--- src/hw/idl_consts.svh ---
// Constants for the interrupt dispatch logic: bit positions, resets, counts
`ifndef IDL_CONSTS_SVH
`define IDL_CONSTS_SVH

// ************************************************************
// Sources, indexed in priority order (lowest index wins)
// ************************************************************
`define IDL_NSRC 3
`define IDL_SRC_INT0 0
`define IDL_SRC_PCHG 1
`define IDL_SRC_TOV 2

// ************************************************************
// Field positions
// ************************************************************
`define IDL_INT0_EN_BIT 6
`define IDL_PCHG_EN_BIT 5
`define IDL_TOV_EN_BIT 1
`define IDL_INT0_FLAG_BIT 6
`define IDL_PCHG_FLAG_BIT 5
`define IDL_TOV_FLAG_BIT 1
`define IDL_GIE_BIT 7

// ************************************************************
// Reset values
// ************************************************************
`define IDL_MASK_RST 1'b0
`define IDL_FLAG_RST 1'b0
`define IDL_GIE_RST 1'b0
`define IDL_PC_RST 9'h000

// ************************************************************
// Timing counts in core clock cycles, and vectors
// ************************************************************
`define IDL_RESP_CYC 4'h4
`define IDL_WAKE_CYC 4'h4
`define IDL_JUMP_CYC 4'h2
`define IDL_RET_CYC 4'h4
`define IDL_VEC_FIRST 9'h001

`endif

--- src/hw/idl_pkg.sv ---
// Types shared by the interrupt dispatch logic
package idl_pkg;

    typedef enum logic [2:0] {
        ST_IDLE,
        ST_RESP,
        ST_JUMP,
        ST_RET,
        ST_HOLD
    } idl_state_t;

    // Order matches the two-bit sense control field
    typedef enum logic [1:0] {
        SENSE_LOW,
        SENSE_ANY,
        SENSE_FALL,
        SENSE_RISE
    } idl_sense_t;

endpackage

--- src/hw/idl_flag_bank.sv ---
// Latched interrupt flags, one cell per source
`timescale 1ns/1ps
`include "idl_consts.svh"

module idl_flag_bank #(
    parameter int NSRC = `IDL_NSRC
) (
    input wire logic core_clk,
    input wire logic rst,
    input wire logic ce,
    input wire logic [NSRC-1:0] set_evt,
    input wire logic [NSRC-1:0] sw_clr,
    input wire logic [NSRC-1:0] hw_clr,
    input wire logic [NSRC-1:0] force_clr,
    output logic [NSRC-1:0] flag_q
);

    for (genvar i = 0; i < NSRC; i++) begin : g_flag
        // A new event beats a software or hardware clear in the same cycle; a forced clear beats both
        always_ff @(posedge core_clk or posedge rst) begin
            if (rst) begin
                flag_q[i] <= `IDL_FLAG_RST;
            end else if (ce) begin
                if (force_clr[i]) begin
                    flag_q[i] <= 1'b0;
                end else if (set_evt[i]) begin
                    flag_q[i] <= 1'b1;
                end else if (sw_clr[i] || hw_clr[i]) begin
                    flag_q[i] <= 1'b0;
                end
            end
        end

    end
endmodule

--- src/hw/idl_dispatch.sv ---
// Interrupt dispatch: masks, flags, global enable, entry and return timing
// Notes on behaviour
// - accepting an interrupt clears global enable
// - software may set global enable to nest
// - return instruction sets global enable
// - vectoring clears the serviced source's flag
// - writing one clears flag, zero keeps
// - flag latches even while source disabled
// - requests wait for global enable, priority order
// - level external interrupt has no flag
// - status register never saved or restored here
// - response takes four cycles before vector
// - nine-bit program counter pushed during response
// - vector jump takes two further cycles
// - multi-cycle instruction finishes before response
// - waking from sleep adds four cycles
// - two eight-bit mask registers
// - return takes four cycles, one instruction follows
`timescale 1ns/1ps
`include "idl_consts.svh"

module idl_dispatch (
    input wire logic core_clk,
    input wire logic rst,
    input wire logic ce,
    input wire logic int0_pin,
    input wire logic [1:0] int0_sense,
    input wire logic pin_change_evt,
    input wire logic timer_ovf_evt,
    input wire logic [7:0] io_wdata,
    input wire logic ext_mask_wr,
    input wire logic timer_mask_wr,
    input wire logic ext_flag_wr,
    input wire logic timer_flag_wr,
    input wire logic gie_wr,
    input wire logic instr_done,
    input wire logic sleeping,
    input wire logic return_from_handler_instruction_exec,
    input wire logic [8:0] pc_now,
    output logic gie_q,
    output logic [7:0] external_irq_mask_reg,
    output logic [7:0] timer_irq_mask_reg,
    output logic [7:0] ext_flag_reg,
    output logic [7:0] timer_flag_reg,
    output logic irq_accept,
    output logic core_hold,
    output logic jump_busy,
    output logic push_valid_q,
    output logic [8:0] push_pc_q,
    output logic pop_valid_q,
    output logic vector_load_q,
    output logic [8:0] vector_addr_q
);

    localparam int NSRC = `IDL_NSRC;

    idl_pkg::idl_state_t state_q;
    idl_pkg::idl_sense_t sense;
    logic [3:0] cnt_q;
    logic int0_prev_q;
    logic int0_en_q;
    logic pchg_en_q;
    logic tov_en_q;
    logic level_mode;
    logic int0_edge;
    logic [NSRC-1:0] set_evt;
    logic [NSRC-1:0] sw_clr;
    logic [NSRC-1:0] hw_clr;
    logic [NSRC-1:0] force_clr;
    logic [NSRC-1:0] flag_q;
    logic [NSRC-1:0] req;
    logic [1:0] pick_idx;
    logic [1:0] srv_idx_q;
    logic woke_q;
    logic can_take;
    logic ret_start;
    logic resp_end;
    logic ret_end;

    // ************************************************************
    // External pin sensing
    // ************************************************************
    assign sense = idl_pkg::idl_sense_t'(int0_sense);
    assign level_mode = (sense == idl_pkg::SENSE_LOW);

    always_ff @(posedge core_clk or posedge rst) begin
        if (rst) begin
            int0_prev_q <= 1'b1;
        end else if (ce) begin
            int0_prev_q <= int0_pin;
        end
    end

    always_comb begin
        case (sense)
            idl_pkg::SENSE_ANY: int0_edge = int0_pin ^ int0_prev_q;
            idl_pkg::SENSE_FALL: int0_edge = int0_prev_q & ~int0_pin;
            idl_pkg::SENSE_RISE: int0_edge = ~int0_prev_q & int0_pin;
            default: int0_edge = 1'b0;
        endcase
    end

    // ************************************************************
    // Mask registers
    // ************************************************************
    always_ff @(posedge core_clk or posedge rst) begin
        if (rst) begin
            int0_en_q <= `IDL_MASK_RST;
            pchg_en_q <= `IDL_MASK_RST;
            tov_en_q <= `IDL_MASK_RST;
        end else if (ce) begin
            if (ext_mask_wr) begin
                int0_en_q <= io_wdata[`IDL_INT0_EN_BIT];
                pchg_en_q <= io_wdata[`IDL_PCHG_EN_BIT];
            end
            if (timer_mask_wr) begin
                tov_en_q <= io_wdata[`IDL_TOV_EN_BIT];
            end
        end
    end

    // Reserved positions are never stored, so they read as zero
    always_comb begin
        external_irq_mask_reg = 8'h00;
        external_irq_mask_reg[`IDL_INT0_EN_BIT] = int0_en_q;
        external_irq_mask_reg[`IDL_PCHG_EN_BIT] = pchg_en_q;
        timer_irq_mask_reg = 8'h00;
        timer_irq_mask_reg[`IDL_TOV_EN_BIT] = tov_en_q;
        ext_flag_reg = 8'h00;
        ext_flag_reg[`IDL_INT0_FLAG_BIT] = flag_q[`IDL_SRC_INT0];
        ext_flag_reg[`IDL_PCHG_FLAG_BIT] = flag_q[`IDL_SRC_PCHG];
        timer_flag_reg = 8'h00;
        timer_flag_reg[`IDL_TOV_FLAG_BIT] = flag_q[`IDL_SRC_TOV];
    end

    // ************************************************************
    // Flags and requests
    // ************************************************************
    // Level mode keeps the external flag forced low: the request follows
    // the pin directly and nothing is remembered
    assign set_evt[`IDL_SRC_INT0] = int0_edge & ~level_mode;
    assign set_evt[`IDL_SRC_PCHG] = pin_change_evt;
    assign set_evt[`IDL_SRC_TOV] = timer_ovf_evt;
    assign sw_clr[`IDL_SRC_INT0] = ext_flag_wr & io_wdata[`IDL_INT0_FLAG_BIT];
    assign sw_clr[`IDL_SRC_PCHG] = ext_flag_wr & io_wdata[`IDL_PCHG_FLAG_BIT];
    assign sw_clr[`IDL_SRC_TOV] = timer_flag_wr & io_wdata[`IDL_TOV_FLAG_BIT];
    assign force_clr = {{(NSRC-1){1'b0}}, level_mode};

    idl_flag_bank #(
        .NSRC(NSRC)
    ) u_flags (
        .core_clk(core_clk),
        .rst(rst),
        .ce(ce),
        .set_evt(set_evt),
        .sw_clr(sw_clr),
        .hw_clr(hw_clr),
        .force_clr(force_clr),
        .flag_q(flag_q)
    );

    assign req[`IDL_SRC_INT0] = int0_en_q &
        (level_mode ? ~int0_pin : flag_q[`IDL_SRC_INT0]);
    assign req[`IDL_SRC_PCHG] = pchg_en_q & flag_q[`IDL_SRC_PCHG];
    assign req[`IDL_SRC_TOV] = tov_en_q & flag_q[`IDL_SRC_TOV];

    always_comb begin
        pick_idx = 2'h0;
        for (int i = NSRC - 1; i >= 0; i--) begin
            if (req[i]) begin
                pick_idx = 2'(i);
            end
        end
    end

    // ************************************************************
    // Entry and return sequencing
    // ************************************************************
    // Acceptance only at an instruction boundary, or from sleep; after a
    // return the first boundary is the one that ends the extra instruction
    assign can_take = gie_q && (|req) &&
        (((state_q == idl_pkg::ST_IDLE) && (instr_done || sleeping)) ||
         ((state_q == idl_pkg::ST_HOLD) && instr_done));
    assign irq_accept = ce && can_take;
    assign ret_start = ce && return_from_handler_instruction_exec && !can_take &&
        ((state_q == idl_pkg::ST_IDLE) || (state_q == idl_pkg::ST_HOLD));
    assign resp_end = ce && (state_q == idl_pkg::ST_RESP) && (cnt_q == 4'h0);
    assign ret_end = ce && (state_q == idl_pkg::ST_RET) && (cnt_q == 4'h0);
    assign hw_clr = resp_end ? NSRC'(1) << srv_idx_q : '0;
    assign core_hold = (state_q == idl_pkg::ST_RESP) ||
        (state_q == idl_pkg::ST_JUMP) || (state_q == idl_pkg::ST_RET);
    assign jump_busy = (state_q == idl_pkg::ST_JUMP);

    always_ff @(posedge core_clk or posedge rst) begin
        if (rst) begin
            state_q <= idl_pkg::ST_IDLE;
            cnt_q <= 4'h0;
        end else if (ce) begin
            case (state_q)
                idl_pkg::ST_IDLE, idl_pkg::ST_HOLD: begin
                    if (irq_accept) begin
                        state_q <= idl_pkg::ST_RESP;
                        cnt_q <= sleeping ?
                            `IDL_RESP_CYC + `IDL_WAKE_CYC - 4'h1 :
                            `IDL_RESP_CYC - 4'h1;
                    end else if (ret_start) begin
                        state_q <= idl_pkg::ST_RET;
                        cnt_q <= `IDL_RET_CYC - 4'h1;
                    end else if (instr_done) begin
                        state_q <= idl_pkg::ST_IDLE;
                    end
                end
                idl_pkg::ST_RESP, idl_pkg::ST_JUMP, idl_pkg::ST_RET: begin
                    if (cnt_q != 4'h0) begin
                        cnt_q <= cnt_q - 4'h1;
                    end else if (state_q == idl_pkg::ST_RESP) begin
                        state_q <= idl_pkg::ST_JUMP;
                        cnt_q <= `IDL_JUMP_CYC - 4'h1;
                    end else if (state_q == idl_pkg::ST_JUMP) begin
                        state_q <= idl_pkg::ST_IDLE;
                    end else begin
                        state_q <= idl_pkg::ST_HOLD;
                    end
                end
                default: begin
                    state_q <= idl_pkg::ST_IDLE;
                end
            endcase
        end
    end

    // Entry wins over a software write in the same cycle
    always_ff @(posedge core_clk or posedge rst) begin
        if (rst) begin
            gie_q <= `IDL_GIE_RST;
        end else if (ce) begin
            if (irq_accept) begin
                gie_q <= 1'b0;
            end else if (ret_end) begin
                gie_q <= 1'b1;
            end else if (gie_wr) begin
                gie_q <= io_wdata[`IDL_GIE_BIT];
            end
        end
    end

    // Only the program counter is stacked; status stays with the handler
    always_ff @(posedge core_clk or posedge rst) begin
        if (rst) begin
            srv_idx_q <= 2'h0;
            woke_q <= 1'b0;
            push_valid_q <= 1'b0;
            push_pc_q <= `IDL_PC_RST;
            pop_valid_q <= 1'b0;
            vector_load_q <= 1'b0;
            vector_addr_q <= `IDL_PC_RST;
        end else if (ce) begin
            push_valid_q <= irq_accept;
            pop_valid_q <= ret_start;
            vector_load_q <= resp_end;
            if (irq_accept) begin
                srv_idx_q <= pick_idx;
                woke_q <= sleeping;
                push_pc_q <= pc_now;
            end
            if (resp_end) begin
                vector_addr_q <= `IDL_VEC_FIRST + {7'h00, srv_idx_q};
            end
        end
    end

    // ************************************************************
    // Checks
    // ************************************************************
    logic [3:0] age_q;
    always_ff @(posedge core_clk or posedge rst) begin
        if (rst) begin
            age_q <= 4'h0;
        end else if (ce) begin
            if (irq_accept || ret_start) begin
                age_q <= 4'h0;
            end else if (core_hold && age_q != 4'hf) begin
                age_q <= age_q + 4'h1;
            end
        end
    end
endmodule

--- config.mk ---
export PLATFORM = sky130hd
export DESIGN_NAME = idl_dispatch
export DESIGN_NICKNAME = d
export VERILOG_FILES = /design/src/hw/idl_pkg.sv /design/src/hw/idl_flag_bank.sv /design/src/hw/idl_dispatch.sv
export VERILOG_INCLUDE_DIRS = /design/src /design/src/hw
export SDC_FILE = /design/constraint.sdc
export NUM_CORES = 1
export LEC_CHECK = 0
export ABC_AREA = 1
export BUFFER_PORTS_ARGS = -buffer_cell sky130_fd_sc_hd__buf_2
export CAP_MARGIN = 20
export CELL_PAD_IN_SITES_DETAIL_PLACEMENT = 0
export CELL_PAD_IN_SITES_GLOBAL_PLACEMENT = 2
export CORE_AREA = 2 2 88 90
export CTS_CLUSTER_DIAMETER = 40
export DETAILED_ROUTE_END_ITERATION = 7
export DIE_AREA = 0 0 90 92
export PLACE_DENSITY_LB_ADDON = 0.15
export RECOVER_POWER = 25
export SYNTH_ARGS = -nofsm -noshare
export SYNTH_HDL_FRONTEND = slang
export SYNTH_SLANG_ARGS = --single-unit
--- constraint.sdc ---
create_clock -name core_clk -period 4.2 [get_ports core_clk]
set_clock_uncertainty 0.15 [all_clocks]
set_input_delay 0.63 -clock core_clk [delete_from_list [all_inputs] [get_ports core_clk]]
set_output_delay 0.63 -clock core_clk [all_outputs]
set_load 0.02 [all_outputs]
==> flow_metrics.env <==
export IMPL_synth_distinct_cells=31
export IMPL_synth_edff_count=0
export IMPL_worstSetupStartpointType="flop"
export IMPL_cts_buffers=5
export IMPL_post_cts_resized=0
export IMPL_core_area_um2=7450
export IMPL_cp_max_fo=15
export IMPL_start_util_pct=26.8
export IMPL_fin_crit_ps=2700
export IMPL_maxSlewHeadroom_pct=-18.5
export IMPL_required_ps=3420
export IMPL_grt_usage_pct=11.6
export IMPL_hold_viol_final=0
export IMPL_rr_startpoint="state_q[1]"
export IMPL_setup_viol=0
export IMPL_detail_route_antenna_nets=0
export IMPL_die_y_um=92
export IMPL_clkLatencyLatePin_ps=290
export IMPL_postCtsHoldBufs=0
export IMPL_drt_wl_total_um=4470
export IMPL_endpoint_kind="output port"
export IMPL_clkTransAtPathRegs_ps=80
export IMPL_report_final_slew_viol_count=33
export IMPL_die_width_um=90
export IMPL_netlist_area_um2=2000
export IMPL_critPathBufInv=3
export IMPL_ioPinCount=90
export IMPL_worst_r2r_cell_count=9
export IMPL_ys_seq_area_share_pct=40.2
export IMPL_grt_first_pass_wirelength_um=7690
export IMPL_power_density_nw_per_um2=628
export IMPL_ir_worst_vdd_mv=0.167
export IMPL_final_cell_mix="nand2_1, buf_2, conb_1"
export IMPL_violations="capacitance limit, slew limit"
export IMPL_clk_path_buf_depth=2
export IMPL_ys_ff_latch=32
export IMPL_synth_warnings=0
export IMPL_reg2reg_to="cnt_q[2]"
export IMPL_startpoint="state_q[1]"
export IMPL_drtIter0Drc=36
export IMPL_worstSetupPathType="reg -> out"
export IMPL_post_drt_wl_per_cell_um=11.3
export IMPL_worstSetupPathDepth=6
export IMPL_syn_avg_cell_area_um2=8.36
export IMPL_worst_pin_slew_ps=1780
export IMPL_grt_max_degree=33
export IMPL_drive_gt1_share_pct=31.0
export IMPL_antenna_found_initial=0
export IMPL_portBuffers=53
export IMPL_routabilityCongestion=0.692
export IMPL_ff2ff_setup_slack_ps=2300
export IMPL_worst_hold_slack_ps=332
export IMPL_ctsHtreeMaxLevel=2
export IMPL_vias=1559
export IMPL_vias_per_cell=3.94
export IMPL_cp_common_cell="inv_2"
export IMPL_clkSinkCount=32
export IMPL_postLayoutCellArea_um2=2330
export IMPL_area_delta_synth_final_pct=16.7
export IMPL_synth_ff_type="dfrtp_1"
export IMPL_status="finished, violations left"
export IMPL_placed_area_um2=2220
export IMPL_overflow=0
export IMPL_syn_inst=239
export IMPL_worst_path_dominant_cell_family="buffers and inverters"
export IMPL_drv_cap=1
export IMPL_antenna_cells=0
export IMPL_root_buffer="clkbuf_8"
export IMPL_dr_pass1_iters=4
export IMPL_cts_tree="yes"
export IMPL_drc=0
export IMPL_worstHoldPathType="reg -> reg"
export IMPL_rsz0062_at_grt="false"
export IMPL_worstPathArrival_ps=1920
export IMPL_fin_nets=332
export IMPL_die_area_um2=8280
export IMPL_crit_slowest_cell="dfrtp_1"
export IMPL_power_mw=1.46
export IMPL_post_cts_buffers=0
export IMPL_setup_tns_ps=0
export IMPL_total_leakage_power_nw=1.30
export IMPL_hpwl_um=3310
export IMPL_synthArstFlopShare_pct=100
export IMPL_grt_pass1_vias=1503
export IMPL_period_share_pct=64.3
export IMPL_endpoint="irq_accept"
export IMPL_max_freq_mhz=370
export IMPL_rows=32
export IMPL_final_common_cell="nand2_1"
export IMPL_crit_path_cell_trace="inv_2 -> nand2_4 -> nor3_4 -> nand3_4 -> inv_2 -> buf_2"
export IMPL_slowest_delay_ps=440
-- layer usage --
metal	vias to the layer above	global-route usage, %	wire length [um]
met1	695	15.9	2210
met5	-	0	0
li1	796	-	-
met2	63	17.5	1900
met4	0	3.85	70
met3	5	3.37	289
-- worst min path at each step --
stage | from | cells after the start | endpoint
global placement | push_pc_q[5] | 2 | push_pc_q[5]
CTS | rst | 3 | push_pc_q[2]
detailed placement | push_pc_q[5] | 2 | push_pc_q[5]
finish | push_pc_q[5] | 2 | push_pc_q[5]
floorplan | int0_prev_q | 2 | int0_prev_q
global route | push_pc_q[3] | 2 | push_pc_q[3]
-- cells in the mapped netlist (2+ instances only) --
cell type  number  area share [%]
buf_6           2             1.1
nand2_2         4             1.3
ha_1            6             3.8
o21ai_1         4             1.0
nor2_1          5            0.94
nand3_4         2             1.8
o21ai_0        10             2.5
nor2_2          4             1.3
inv_2           6             1.1
dfrtp_1        31              39
nand2_4         3             1.7
a21oi_1         6             1.5
mux2_2          4             2.3
buf_4          35              13
nand4_1         2            0.63
nand2_1        68              13
inv_1          21             3.9
nand3_2         2             1.0
nand3_1        12             3.0
-- stage by stage --
step                setup slack [ps]  utilization [%]  instances
global route                    1320             31.3        396
detailed placement              1490             29.9        388
finish                          1500             31.3        396
CTS                             1450             31.4        396
floorplan                       2100                -        270
global placement                1480             29.9        388
-- report_power, final --
group / leakage, nW / switching [mW] / internal, mW
Combinational: 0.844 / 0.437 / 0.219
Sequential: 0.398 / 0.0885 / 0.418
Clock: 0.0541 / 0.126 / 0.176
Total: 1.30 / 0.651 / 0.813
-- cells by family after synthesis --
kind of cell	share of synthesized area, %
AND/OR/NAND/NOR	25.4
other	0.188
adder cells (fa/ha/maj)	3.76
flip-flops	40.2
AO/OA/AOI/OAI	8.65
buffers and inverters	19.6
multiplexers	2.26
-- cell type report --
class                   instances  area, um^2
multi-input cells             173         920
clock inverters                 3        42.5
repair buffers                 54         269
clock buffers                   5        68.8
well taps                     102         128
inverters                      27         101
fillers                       842        5120
flip-flops and latches         32         802
-- flip-flops by register name (all words and copies together), names as in the netlist, 2 cells and up --
| register | cells |
|---|---|
| cnt_q | 4 |
| vector_addr_q | 3 |
| push_pc_q | 9 |
| srv_idx_q | 2 |
| u_flags.flag_q | 3 |
| state_q | 3 |
-- worst register-to-register path, delay by kind of cell (launching register included) --
kind / cells / cell delay, ps
buf+inv: 2 / 430
simple gates: 7 / 840
flops: 1 / 440
Note: power is estimated with default switching activity, not from simulation.
